[config.mk]
export PLATFORM = sky130hd
export DESIGN_NAME = iox_eight_channel_extension
export DESIGN_NICKNAME = d
export VERILOG_FILES = /design/src/logic/iox_pkg.sv /design/src/logic/iox_eight_channel_extension.sv /design/src/logic/iox_led_pattern.sv
export SDC_FILE = /design/constraint.sdc
export NUM_CORES = 1
export LEC_CHECK = 0
export BUFFER_PORTS_ARGS = -buffer_cell sky130_fd_sc_hd__buf_4
export CORE_ASPECT_RATIO = 0.6
export CORE_MARGIN = 2
export CORE_UTILIZATION = 53
export DETAILED_ROUTE_END_ITERATION = 16
export GPL_TIMING_DRIVEN = 0
export PLACE_DENSITY = 0.73
export SYNTH_ARGS = -nofsm -noshare
export SYNTH_HDL_FRONTEND = slang
export SYNTH_HIERARCHICAL = 1
export SYNTH_SLANG_ARGS = --single-unit
[constraint.sdc]
create_clock -name core_clk_i -period 6.7 [get_ports core_clk_i]
set_clock_uncertainty 0.2 [all_clocks]
set_input_delay 1.675 -clock core_clk_i [delete_from_list [all_inputs] [get_ports core_clk_i]]
set_output_delay 1.675 -clock core_clk_i [all_outputs]
set_load 0.1 [all_outputs]
[src/logic/iox_pkg.sv]
// Operation
// eight channels, each direction set by mask
// debug mode ignores every extension operation
// test mode drives counter, increments each second
// channel one is lsb, eight msb
// dark when unused, steady green when used
// flash green after mask, before access
// test mode alternates red and green flashing
// flash red in config mode or error
// overload code twelve: twelve dark blinks, repeat
// download position holds extension in boot
// steady red while held for update
// version message follows gateway start message
// output overcurrent latches readable overload flag
// inputs undriven; read merges pins and outputs
package iox_pkg;

  // ****************************************
  // sizes and timing
  // ****************************************
  localparam int unsigned IOX_CHANNELS    = 8;
  localparam int unsigned IOX_CLK_HZ      = 125_000_000;
  localparam int unsigned IOX_TICK_HZ     = 1;
  localparam int unsigned IOX_TICK_CYCLES = IOX_CLK_HZ / IOX_TICK_HZ;
  localparam int unsigned IOX_FLASH_HZ    = 4;   // flash half period rate
  localparam int unsigned IOX_FLASH_CYCLES = IOX_CLK_HZ / IOX_FLASH_HZ;
  localparam int unsigned IOX_ERR_CODE    = 12;  // overload blink count
  localparam logic [7:0]  IOX_PORT_RST    = 8'h00;
  localparam logic [7:0]  IOX_MASK_RST    = 8'h00; // all inputs after reset
  localparam logic [7:0]  IOX_VERSION_ID  = 8'h01; // arbitrary value

  // ****************************************
  // gateway operating mode
  // ****************************************
  typedef enum logic [1:0] {
    IOX_MODE_RUN,
    IOX_MODE_CONFIG,
    IOX_MODE_TEST
  } iox_mode_t;

  // script processor operation strobes
  typedef struct packed {
    logic       load_direction_mask;
    logic       write_port_outputs;
    logic       read_port_inputs;
    logic [7:0] data;
  } iox_cmd_t;

  // two colour indicator drive
  typedef struct packed {
    logic red;
    logic green;
  } iox_led_t;

endpackage : iox_pkg

[src/logic/iox_eight_channel_extension.sv]
`timescale 1ns/10ps
// ****************************************
// eight channel i/o extension top
// ****************************************
module iox_eight_channel_extension
  import iox_pkg::*;
#(
  parameter int unsigned WIDTH        = IOX_CHANNELS,
  parameter int unsigned TICK_CYCLES  = IOX_TICK_CYCLES,
  parameter int unsigned FLASH_CYCLES = IOX_FLASH_CYCLES
) (
  // clock and reset
  input  wire logic             core_clk_i,
  input  wire logic             rst_i,
  // gateway state
  input  wire iox_mode_t        mode_i,
  input  wire logic             debug_mode_i,
  input  wire logic             gateway_start_done_i,
  // selector switches from pins, firmware load done
  input  wire logic             selector_switch_high_i,
  input  wire logic             selector_switch_low_i,
  input  wire logic             firmware_loaded_i,
  // script processor operations
  input  wire iox_cmd_t         cmd_i,
  output logic [7:0]            read_data_o,
  output logic                  read_valid_o,
  output logic                  overload_o,
  output logic                  version_valid_o,
  output logic [7:0]            version_o,
  output logic                  boot_hold_o,
  // field pins
  input  wire logic [WIDTH-1:0] pin_i,
  input  wire logic [WIDTH-1:0] overcurrent_i,
  output logic [WIDTH-1:0]      pin_o,
  output logic [WIDTH-1:0]      pin_oe_o,
  // indicator
  output iox_led_t              led_o
);

  initial begin
    if (WIDTH != 8) $error("iox: eight channels only");
    if (TICK_CYCLES < 2 || FLASH_CYCLES < 2) $error("iox: divider too small");
  end

  // ****************************************
  // pin synchronisers
  // ****************************************
  logic [WIDTH-1:0] pin_s1_q, pin_s2_q;     // field inputs
  logic [WIDTH-1:0] oc_s1_q,  oc_s2_q;      // overcurrent flags
  logic [1:0]       sw_s1_q,  sw_s2_q;      // selector switches

  // two stage capture of everything from the pins
  always_ff @(posedge core_clk_i or posedge rst_i) begin
    if (rst_i) begin
      pin_s1_q <= '0;
      pin_s2_q <= '0;
      oc_s1_q  <= '0;
      oc_s2_q  <= '0;
      sw_s1_q  <= '0;
      sw_s2_q  <= '0;
    end else begin
      pin_s1_q <= pin_i;
      pin_s2_q <= pin_s1_q;
      oc_s1_q  <= overcurrent_i;
      oc_s2_q  <= oc_s1_q;
      sw_s1_q  <= {selector_switch_high_i, selector_switch_low_i};
      sw_s2_q  <= sw_s1_q;
    end
  end

  // ****************************************
  // dividers
  // ****************************************
  logic [31:0] tick_cnt_q;                  // seconds divider
  logic [31:0] flash_cnt_q;                 // flash divider
  logic        tick_q;                      // one pulse per second
  logic        flash_q;                     // one pulse per half flash

  // seconds tick
  always_ff @(posedge core_clk_i or posedge rst_i) begin
    if (rst_i) begin
      tick_cnt_q <= '0;
      tick_q     <= 1'b0;
    end else if (tick_cnt_q == 32'(TICK_CYCLES - 1)) begin
      tick_cnt_q <= '0;
      tick_q     <= 1'b1;
    end else begin
      tick_cnt_q <= tick_cnt_q + 32'h1;
      tick_q     <= 1'b0;
    end
  end

  // flash tick
  always_ff @(posedge core_clk_i or posedge rst_i) begin
    if (rst_i) begin
      flash_cnt_q <= '0;
      flash_q     <= 1'b0;
    end else if (flash_cnt_q == 32'(FLASH_CYCLES - 1)) begin
      flash_cnt_q <= '0;
      flash_q     <= 1'b1;
    end else begin
      flash_cnt_q <= flash_cnt_q + 32'h1;
      flash_q     <= 1'b0;
    end
  end

  // ****************************************
  // boot lock
  // ****************************************
  logic boot_q;                             // held for firmware load

  // both switches in download position latch boot until new firmware
  always_ff @(posedge core_clk_i or posedge rst_i) begin
    if (rst_i) boot_q <= 1'b0;
    else if (sw_s2_q == 2'b11) boot_q <= 1'b1;
    else if (firmware_loaded_i) boot_q <= 1'b0;
  end

  // ****************************************
  // operations
  // ****************************************
  logic             cmd_ok;                 // operation accepted
  logic [WIDTH-1:0] mask_q;                 // 1 = output
  logic [WIDTH-1:0] out_q;                  // last written value
  logic             mask_loaded_q;
  logic             used_q;
  logic             test_q;
  logic [7:0]       count_q;                // test counter

  // debug mode and boot hold swallow every operation
  assign cmd_ok = ~debug_mode_i & ~boot_q;

  // direction mask, one bit per channel
  always_ff @(posedge core_clk_i or posedge rst_i) begin
    if (rst_i) mask_q <= IOX_MASK_RST;
    else if (cmd_ok && cmd_i.load_direction_mask) mask_q <= cmd_i.data;
  end

  // output value register
  always_ff @(posedge core_clk_i or posedge rst_i) begin
    if (rst_i) out_q <= IOX_PORT_RST;
    else if (cmd_ok && cmd_i.write_port_outputs) out_q <= cmd_i.data;
  end

  // usage tracking for the indicator; a new mask leaves the flash phase running
  always_ff @(posedge core_clk_i or posedge rst_i) begin
    if (rst_i) begin
      mask_loaded_q <= 1'b0;
      used_q        <= 1'b0;
    end else if (cmd_ok) begin
      if (cmd_i.load_direction_mask) mask_loaded_q <= 1'b1;
      if (cmd_i.write_port_outputs || cmd_i.read_port_inputs)
        used_q <= 1'b1;
    end
  end

  // test counter: starts at zero on entering test mode, one per second
  always_ff @(posedge core_clk_i or posedge rst_i) begin
    if (rst_i) begin
      test_q  <= 1'b0;
      count_q <= 8'h00;
    end else begin
      test_q <= (mode_i == IOX_MODE_TEST);
      if (mode_i != IOX_MODE_TEST) count_q <= 8'h00;
      else if (tick_q) count_q <= count_q + 8'h01;
    end
  end

  // read answer merges input pins and output latch
  always_ff @(posedge core_clk_i or posedge rst_i) begin
    if (rst_i) begin
      read_data_o  <= '0;
      read_valid_o <= 1'b0;
    end else begin
      read_valid_o <= cmd_ok & cmd_i.read_port_inputs;
      if (cmd_ok && cmd_i.read_port_inputs)
        read_data_o <= (pin_s2_q & ~mask_q) | (out_q & mask_q);
    end
  end

  // overload flag: sticky once set, cleared only by reset
  always_ff @(posedge core_clk_i or posedge rst_i) begin
    if (rst_i) overload_o <= 1'b0;
    else if (|(oc_s2_q & mask_q)) overload_o <= 1'b1;
  end

  // pin drivers; test mode drives all channels, lsb on channel one
  always_ff @(posedge core_clk_i or posedge rst_i) begin
    if (rst_i) begin
      pin_o    <= '0;
      pin_oe_o <= '0;
    end else if (test_q) begin
      pin_o    <= count_q;
      pin_oe_o <= '1;
    end else begin
      pin_o    <= out_q & mask_q;
      pin_oe_o <= mask_q;
    end
  end

  // version report, one pulse after gateway start message in config mode
  logic ver_sent_q;
  always_ff @(posedge core_clk_i or posedge rst_i) begin
    if (rst_i) begin
      ver_sent_q      <= 1'b0;
      version_valid_o <= 1'b0;
      version_o       <= '0;
    end else begin
      version_valid_o <= 1'b0;
      version_o       <= IOX_VERSION_ID;
      if (mode_i != IOX_MODE_CONFIG) ver_sent_q <= 1'b0;
      else if (gateway_start_done_i && !ver_sent_q) begin
        ver_sent_q      <= 1'b1;
        version_valid_o <= 1'b1;
      end
    end
  end

  always_ff @(posedge core_clk_i or posedge rst_i) begin
    if (rst_i) boot_hold_o <= 1'b0;
    else       boot_hold_o <= boot_q;
  end

  // ****************************************
  // indicator
  // ****************************************
  iox_led_pattern #(
    .CODE (IOX_ERR_CODE)
  ) u_led (
    .core_clk_i    (core_clk_i),
    .rst_i         (rst_i),
    .flash_en_i    (flash_q),
    .boot_hold_i   (boot_q),
    .overload_i    (overload_o),
    .test_mode_i   (test_q),
    .config_mode_i (mode_i == IOX_MODE_CONFIG),
    .mask_loaded_i (mask_loaded_q),
    .port_used_i   (used_q),
    .led_o         (led_o)
  );

endmodule : iox_eight_channel_extension

[src/logic/iox_led_pattern.sv]
`timescale 1ns/10ps
// ****************************************
// indicator pattern generator
// ****************************************
module iox_led_pattern
  import iox_pkg::*;
#(
  parameter int unsigned CODE = IOX_ERR_CODE
) (
  // clock and reset
  input  wire logic     core_clk_i,
  input  wire logic     rst_i,
  // timing
  input  wire logic     flash_en_i,   // one pulse per flash half period
  // state selectors, highest priority first, except port_used_i outranks mask_loaded_i
  input  wire logic     boot_hold_i,
  input  wire logic     overload_i,
  input  wire logic     test_mode_i,
  input  wire logic     config_mode_i,
  input  wire logic     mask_loaded_i,
  input  wire logic     port_used_i,
  // led
  output iox_led_t      led_o
);

  initial begin
    if (CODE < 1 || CODE > 30) $error("iox_led_pattern: CODE out of range");
  end

  logic       phase_q;        // flash phase
  logic       alt_q;          // red/green alternation
  logic [5:0] step_q;         // error sequence step
  iox_led_t   led_d;

  // flash phase toggles every half period
  always_ff @(posedge core_clk_i or posedge rst_i) begin
    if (rst_i) begin
      phase_q <= 1'b0;
      alt_q   <= 1'b0;
    end else if (flash_en_i) begin
      phase_q <= ~phase_q;
      if (phase_q) alt_q <= ~alt_q;
    end
  end

  // error code sequencer: CODE red/dark pairs, so exactly CODE dark gaps per loop;
  // the red step that follows the last gap is step 0, the first red of the next loop
  always_ff @(posedge core_clk_i or posedge rst_i) begin
    if (rst_i) begin
      step_q <= 6'h00;
    end else if (!overload_i) begin
      step_q <= 6'h00;
    end else if (flash_en_i) begin
      if (step_q == 6'(2 * CODE - 1)) step_q <= 6'h00;
      else step_q <= step_q + 6'h01;
    end
  end

  // pattern select
  always_comb begin
    led_d = '0;
    if (boot_hold_i) begin
      led_d.red = 1'b1;
    end else if (overload_i) begin
      led_d.red = ~step_q[0];                   // odd steps dark
    end else if (test_mode_i) begin
      led_d.red   = phase_q & alt_q;
      led_d.green = phase_q & ~alt_q;
    end else if (config_mode_i) begin
      led_d.red = phase_q;
    end else if (port_used_i) begin
      led_d.green = 1'b1;
    end else if (mask_loaded_i) begin
      led_d.green = phase_q;
    end
  end

  always_ff @(posedge core_clk_i or posedge rst_i) begin
    if (rst_i) led_o <= '0;
    else       led_o <= led_d;
  end

endmodule : iox_led_pattern

# Word-level counts from Yosys, hierarchy flattened
# Cells that the tools add are included.
# word_totals
regBits	170
elab_cells	97
# classes
n_addsub	4
n_eq_ne	9
n_mux	26
bitwise_logic	14
reduce_logical	13
# ops
operator	n
32-bit by 1-bit adder with 32-bit output, second input constant	2
32-bit 2-to-1 mux	2
32-bit by 25-bit == test with 1-bit output, second input constant	1
32-bit by 27-bit == test with 1-bit output, second input constant	1
8-bit 2-to-1 mux	4
8-bit bitwise AND	3
6-bit 2-to-1 mux	3
1-bit 2-to-1 mux	16
8-bit by 1-bit adder with 8-bit output, second input constant	1
8-bit NOT	1
8-bit OR	1
8-bit OR reduction	1
6-bit by 1-bit adder with 6-bit output, second input constant	1
6-bit by 5-bit == test with 1-bit output, second input constant	1
2-bit AND reduction	3
2-bit nonzero test	3
1-bit NOT	5
1-bit bitwise AND	4
2-bit == test, second input constant	2
1-bit logical AND	4
2-bit by 1-bit inequality test with 1-bit output, second input constant	2
2-bit by 1-bit == test with 1-bit output, second input constant	1
2-bit 2-to-1 mux	1
2-bit inequality test, second input constant	1
2 further kinds	2

# Depth between registers and ports, before layout
# logic_depth
depth_word	6
depth_mapped	6

# By module
# The synthesis kept the hierarchy.
# modules_own_cells
module	n_inst	cells_each	area_each_um2
iox_eight_channel_extension	1	537	6398.6
iox_led_pattern	1	51	515.5

# Worst setup path before layout
# Ideal clock, no wire load.
# synth_path
path_type	input to register
start	input debug_mode_i
end	register read_data_o[7]
arrival_ns	2.641
setup_slack_ns	3.777
path_stages	6
n_path_buf	2
cell_sequence	nor2_1 -> and2_1 -> clkbuf_1 -> clkbuf_1 -> nor2_1 -> a31oi_1
# synth_between
elab_chain_len	3
# synth_rtl
item	line_no	source
start, declared	iox_eight_channel_extension.sv:17	input wire logic debug_mode_i,
1-bit NOT	iox_eight_channel_extension.sv:131	assign cmd_ok = ~debug_mode_i & ~boot_q;
1-bit bitwise AND	iox_eight_channel_extension.sv:131	
1-bit logical AND	iox_eight_channel_extension.sv:176	if (cmd_ok && cmd_i.read_port_inputs)
end signal, assigned	iox_eight_channel_extension.sv:177	read_data_o <= (pin_s2_q & ~mask_q) | (out_q & mask_q);
end, declared	iox_eight_channel_extension.sv:25	output logic [7:0] read_data_o,
# No other way between the ends.
# A chain may end at the register's enable or synchronous reset.

# Final worst setup path
# Ends and elaborated chain as after synthesis.

==> run_results.csv <==
group,metric,value,unit
placed_design,dp_hpwl,10000,um
power_and_ir_drop,p_comb_frac,0.174,
routing,drc,0,
power_and_ir_drop,p_switching,787,uW
routing,drtAntennaViolNets,0,
power_and_ir_drop,vdd_drop_max,0.000187,V
critical_path,critPathMaxStageDelay,0.56,ns
routing,drt_iter0_markers,215,
min_path,whs_path_depth,0,
floorplanning,pin_count,74,
placed_design,io_buffers,66,
routing,finalWirelength,14400,um
floorplanning,core,12800,um^2
clocking,cts_hold_buf,0,
routing,post_drt_wl_per_cell,16.7,um
synthesis,synth_area,6910,um^2
sta,maxSlewHeadroom,0.373,
clocking,root_buffer,"clkbuf_16",
synthesis,synthTopCellsByArea,"dfrtp_1 62%, xnor2_1 3.9%, xor2_1 3.0%",
run,max_cap_viol_count,0,
cells_and_area,synthToLayoutAreaGrowth,19.0,%
cells_and_area,nets,720,
synthesis,synthCells,588,
clocking,post_cts_resize_count,0,
routing,dr.pass1.iters,5,
clocking,cts_setup_buffers,0,
global_routing,grt_pass1_vias,4759,
clocking,worstSkewPairLatency,0.42,ns
placed_design,placed_cells,831,
clocking,htreeDepth,4,
cells_and_area,layout-drive-gt1-share,0.211,
global_routing,overflow,0,
synthesis,yosysMostFrequentCell,"dfrtp_1",
sta,finalHoldViolCount,0,
global_routing,antenna_found_initial,0,
clocking,clkTransAtPathRegs,0.07,ns
synthesis,synth_seq_cells,170,
synthesis,yosysSeqAreaShare,0.615,
cells_and_area,finalNonFillerCells,863,
critical_path,crit_slowest_cell,"clkbuf_1",
critical_path,ff2ff_path_depth,6,
critical_path,worstSetupStartpointType,"input pin",
power_and_ir_drop,p_clk_frac,0.369,
global_routing,grt_max_degree,102,
sta,worst_pin_slew,0.932,ns
sta,fin_crit_sh,0.484,
synthesis,ys_types,50,
synthesis,synth_ff_type,"dfrtp_1",
floorplanning,dieArea,14000,um^2
critical_path,end_kind,"register",
min_path,hp-class,"register to register",
routing,vias_per_cell,5.61,
clocking,cts_buffers,17,
synthesis,synth_edf_count,0,
synthesis,syn_avg_cell_area,11.8,um^2
sta,fmaxAchievable,0.308,GHz
power_and_ir_drop,seq_power_share,0.457,
global_routing,grt_use_total,0.222,
routing,vias,4839,
critical_path,worst-path-stages,7,
critical_path,worstPathCellList,"buf_4 > nor2_1 > and2_1 > clkbuf_1 > clkbuf_1 > nor2_1 > a31oi_1",
clocking,cts_tree,"built",
sta,fin_ws,3.46,ns
critical_path,path_buf_inv,3,
power_and_ir_drop,p_leak,0.00365,uW
floorplanning,num_rows,32,
synthesis,async_reset_ff_frac,1.00,
floorplanning,die_h,92.5,um
synthesis,synth_top_area_frac,0.615,
synthesis,synth_top_cells_by_count,"170 x dfrtp_1, 45 x nor2_1, 44 x nand2_1",
clocking,clk_path_buf_depth,2,
synthesis,yosys.area.top_type,"dfrtp_1",
sta,rsz0062_at_grt,"false",
global_routing,grt_pass1_wl,23900,um
floorplanning,start_util,0.541,
power_and_ir_drop,power_density,300,nW/um^2
critical_path,path_max_fanout,10,
cells_and_area,diodes,0,
run_status,outcome,"complete, no violations",
placed_design,gp_congestion,0.836,
sta,drv_slew,0,
clocking,cts_num_sinks,170,
power_and_ir_drop,p_int,1680,uW
power_and_ir_drop,p_sw_frac,0.319,
critical_path,required,6.84,ns
critical_path,arrival,3.38,ns
critical_path,crit_type,"input pin to register",
placed_design,pre_cts_ws,3.09,ns
sta,finalSetupViolations,0,
floorplanning,dieWidth,151,um
sta,layout_min_cycle_time,3.24,ns
synthesis,ys_warn_count,6,
critical_path,path_delay_family,"buffers and inverters",
==> layer usage <==
layer | global-route usage | vias up | part of all wire
met5 | 0 | - | 0
met1 | 0.326 | 2457 | 0.47
met4 | 0.0685 | 0 | 0.0087
met3 | 0.0542 | 13 | 0.053
met2 | 0.329 | 128 | 0.46
li1 | - | 2241 | -
==> per-stage QoR <==
| stage | total power (uW) | area (um^2) | utilization | hold slack (ns) | setup TNS (ns) |
|---|---|---|---|---|---|
| floorplan | 1470 | 6940 | - | 0.131 | 0 |
| global placement | 1570 | 7640 | 0.599 | 0.133 | -161.85 |
| detailed placement | 1580 | 7680 | 0.601 | 0.136 | 0 |
| CTS | 2490 | 8230 | 0.644 | 0.152 | 0 |
| global route | 2550 | 8230 | 0.644 | 0.156 | 0 |
| finish | 2470 | 8230 | 0.644 | 0.149 | 0 |
==> layout make-up <==
| class | instances | area, um^2 |
|---|---|---|
| plain buffers | 24 | 134 |
| fillers | 976 | 4540 |
| inverters | 11 | 46.3 |
| multi-input cells | 389 | 2510 |
| repair buffers | 67 | 523 |
| clock buffers | 18 | 439 |
| flip-flops and latches | 170 | 4250 |
| clock inverters | 14 | 113 |
| well taps | 170 | 213 |
==> sequential cells by signal, indices dropped and copies added (netlist names), 2 cells and up <==
| register | count |
|---|---|
| count_q | 8 |
| pin_s1_q | 8 |
| out_q | 8 |
| pin_oe_o | 8 |
| pin_s2_q | 8 |
| read_data_o | 8 |
| mask_q | 8 |
| u_led/step_q | 6 |
| pin_o | 8 |
| sw_s2_q | 2 |
| tick_cnt_q | 32 |
| u_led/led_o | 2 |
| sw_s1_q | 2 |
| oc_s1_q | 8 |
| oc_s2_q | 8 |
| flash_cnt_q | 32 |
==> power groups by stage <==
stage	Clock, uW	Sequential, uW	Combinational (uW)
after global routing	971	1140	447
final	911	1130	429
after floorplan	0	1370	98.2
after detailed placement	0	1150	431
after global placement	0	1140	423
after CTS	925	1130	432
==> worst register-to-register path: stages (launching register included) <==
cell and delay [ns]:
dfrtp_1 0.40, ha_1 0.23, nand3_2 0.19, or3_1 0.43
nor3_2 0.51, clkbuf_1 0.47, nor2_1 0.13
==> kinds of logic after synthesis <==
logic type	count (synthesis)	share of synthesized area
compound gates	61	0.0521
xor+xnor	55	0.0697
fa+ha+maj	4	0.00724
buf+inv	35	0.0253
flops	170	0.615
mux	20	0.0320
other cells	2	0.00109
simple gates	241	0.197
==> path summary, 6_finish.rpt <==
check | from | to | slack (ns)
max | debug_mode_i | read_data_o[7] | 3.46
min | pin_s1_q[6] | pin_s2_q[6] | 0.15
max reg2reg | tick_cnt_q[0] | tick_cnt_q[5] | 4.00
min reg2reg | pin_s1_q[6] | pin_s2_q[6] | 0.15
max in group asynchronous | rst_i | pin_o[4] | 4.32
min in group asynchronous | rst_i | u_led/led_o[0] | 1.07
==> layout by cell type, fill, tap and decap left out, drive strengths merged, types with 6 or more instances in the layout <==
master,instances
dfrtp,170
buf,78
nor2,45
nand2,44
xnor2,31
clkbuf,31
nand4,28
xor2,24
nand3,24
o21ai,19
a21oi,17
mux2,17
inv,16
or4,14
nand2b,12
a31oi,10
nor4,10
or2,9
and3,8
or3,8
conb,8
and4,8
nor3,8
and2,7
o31ai,6
clkinv,6
No activity file was read; power rests on OpenSTA's default activity.
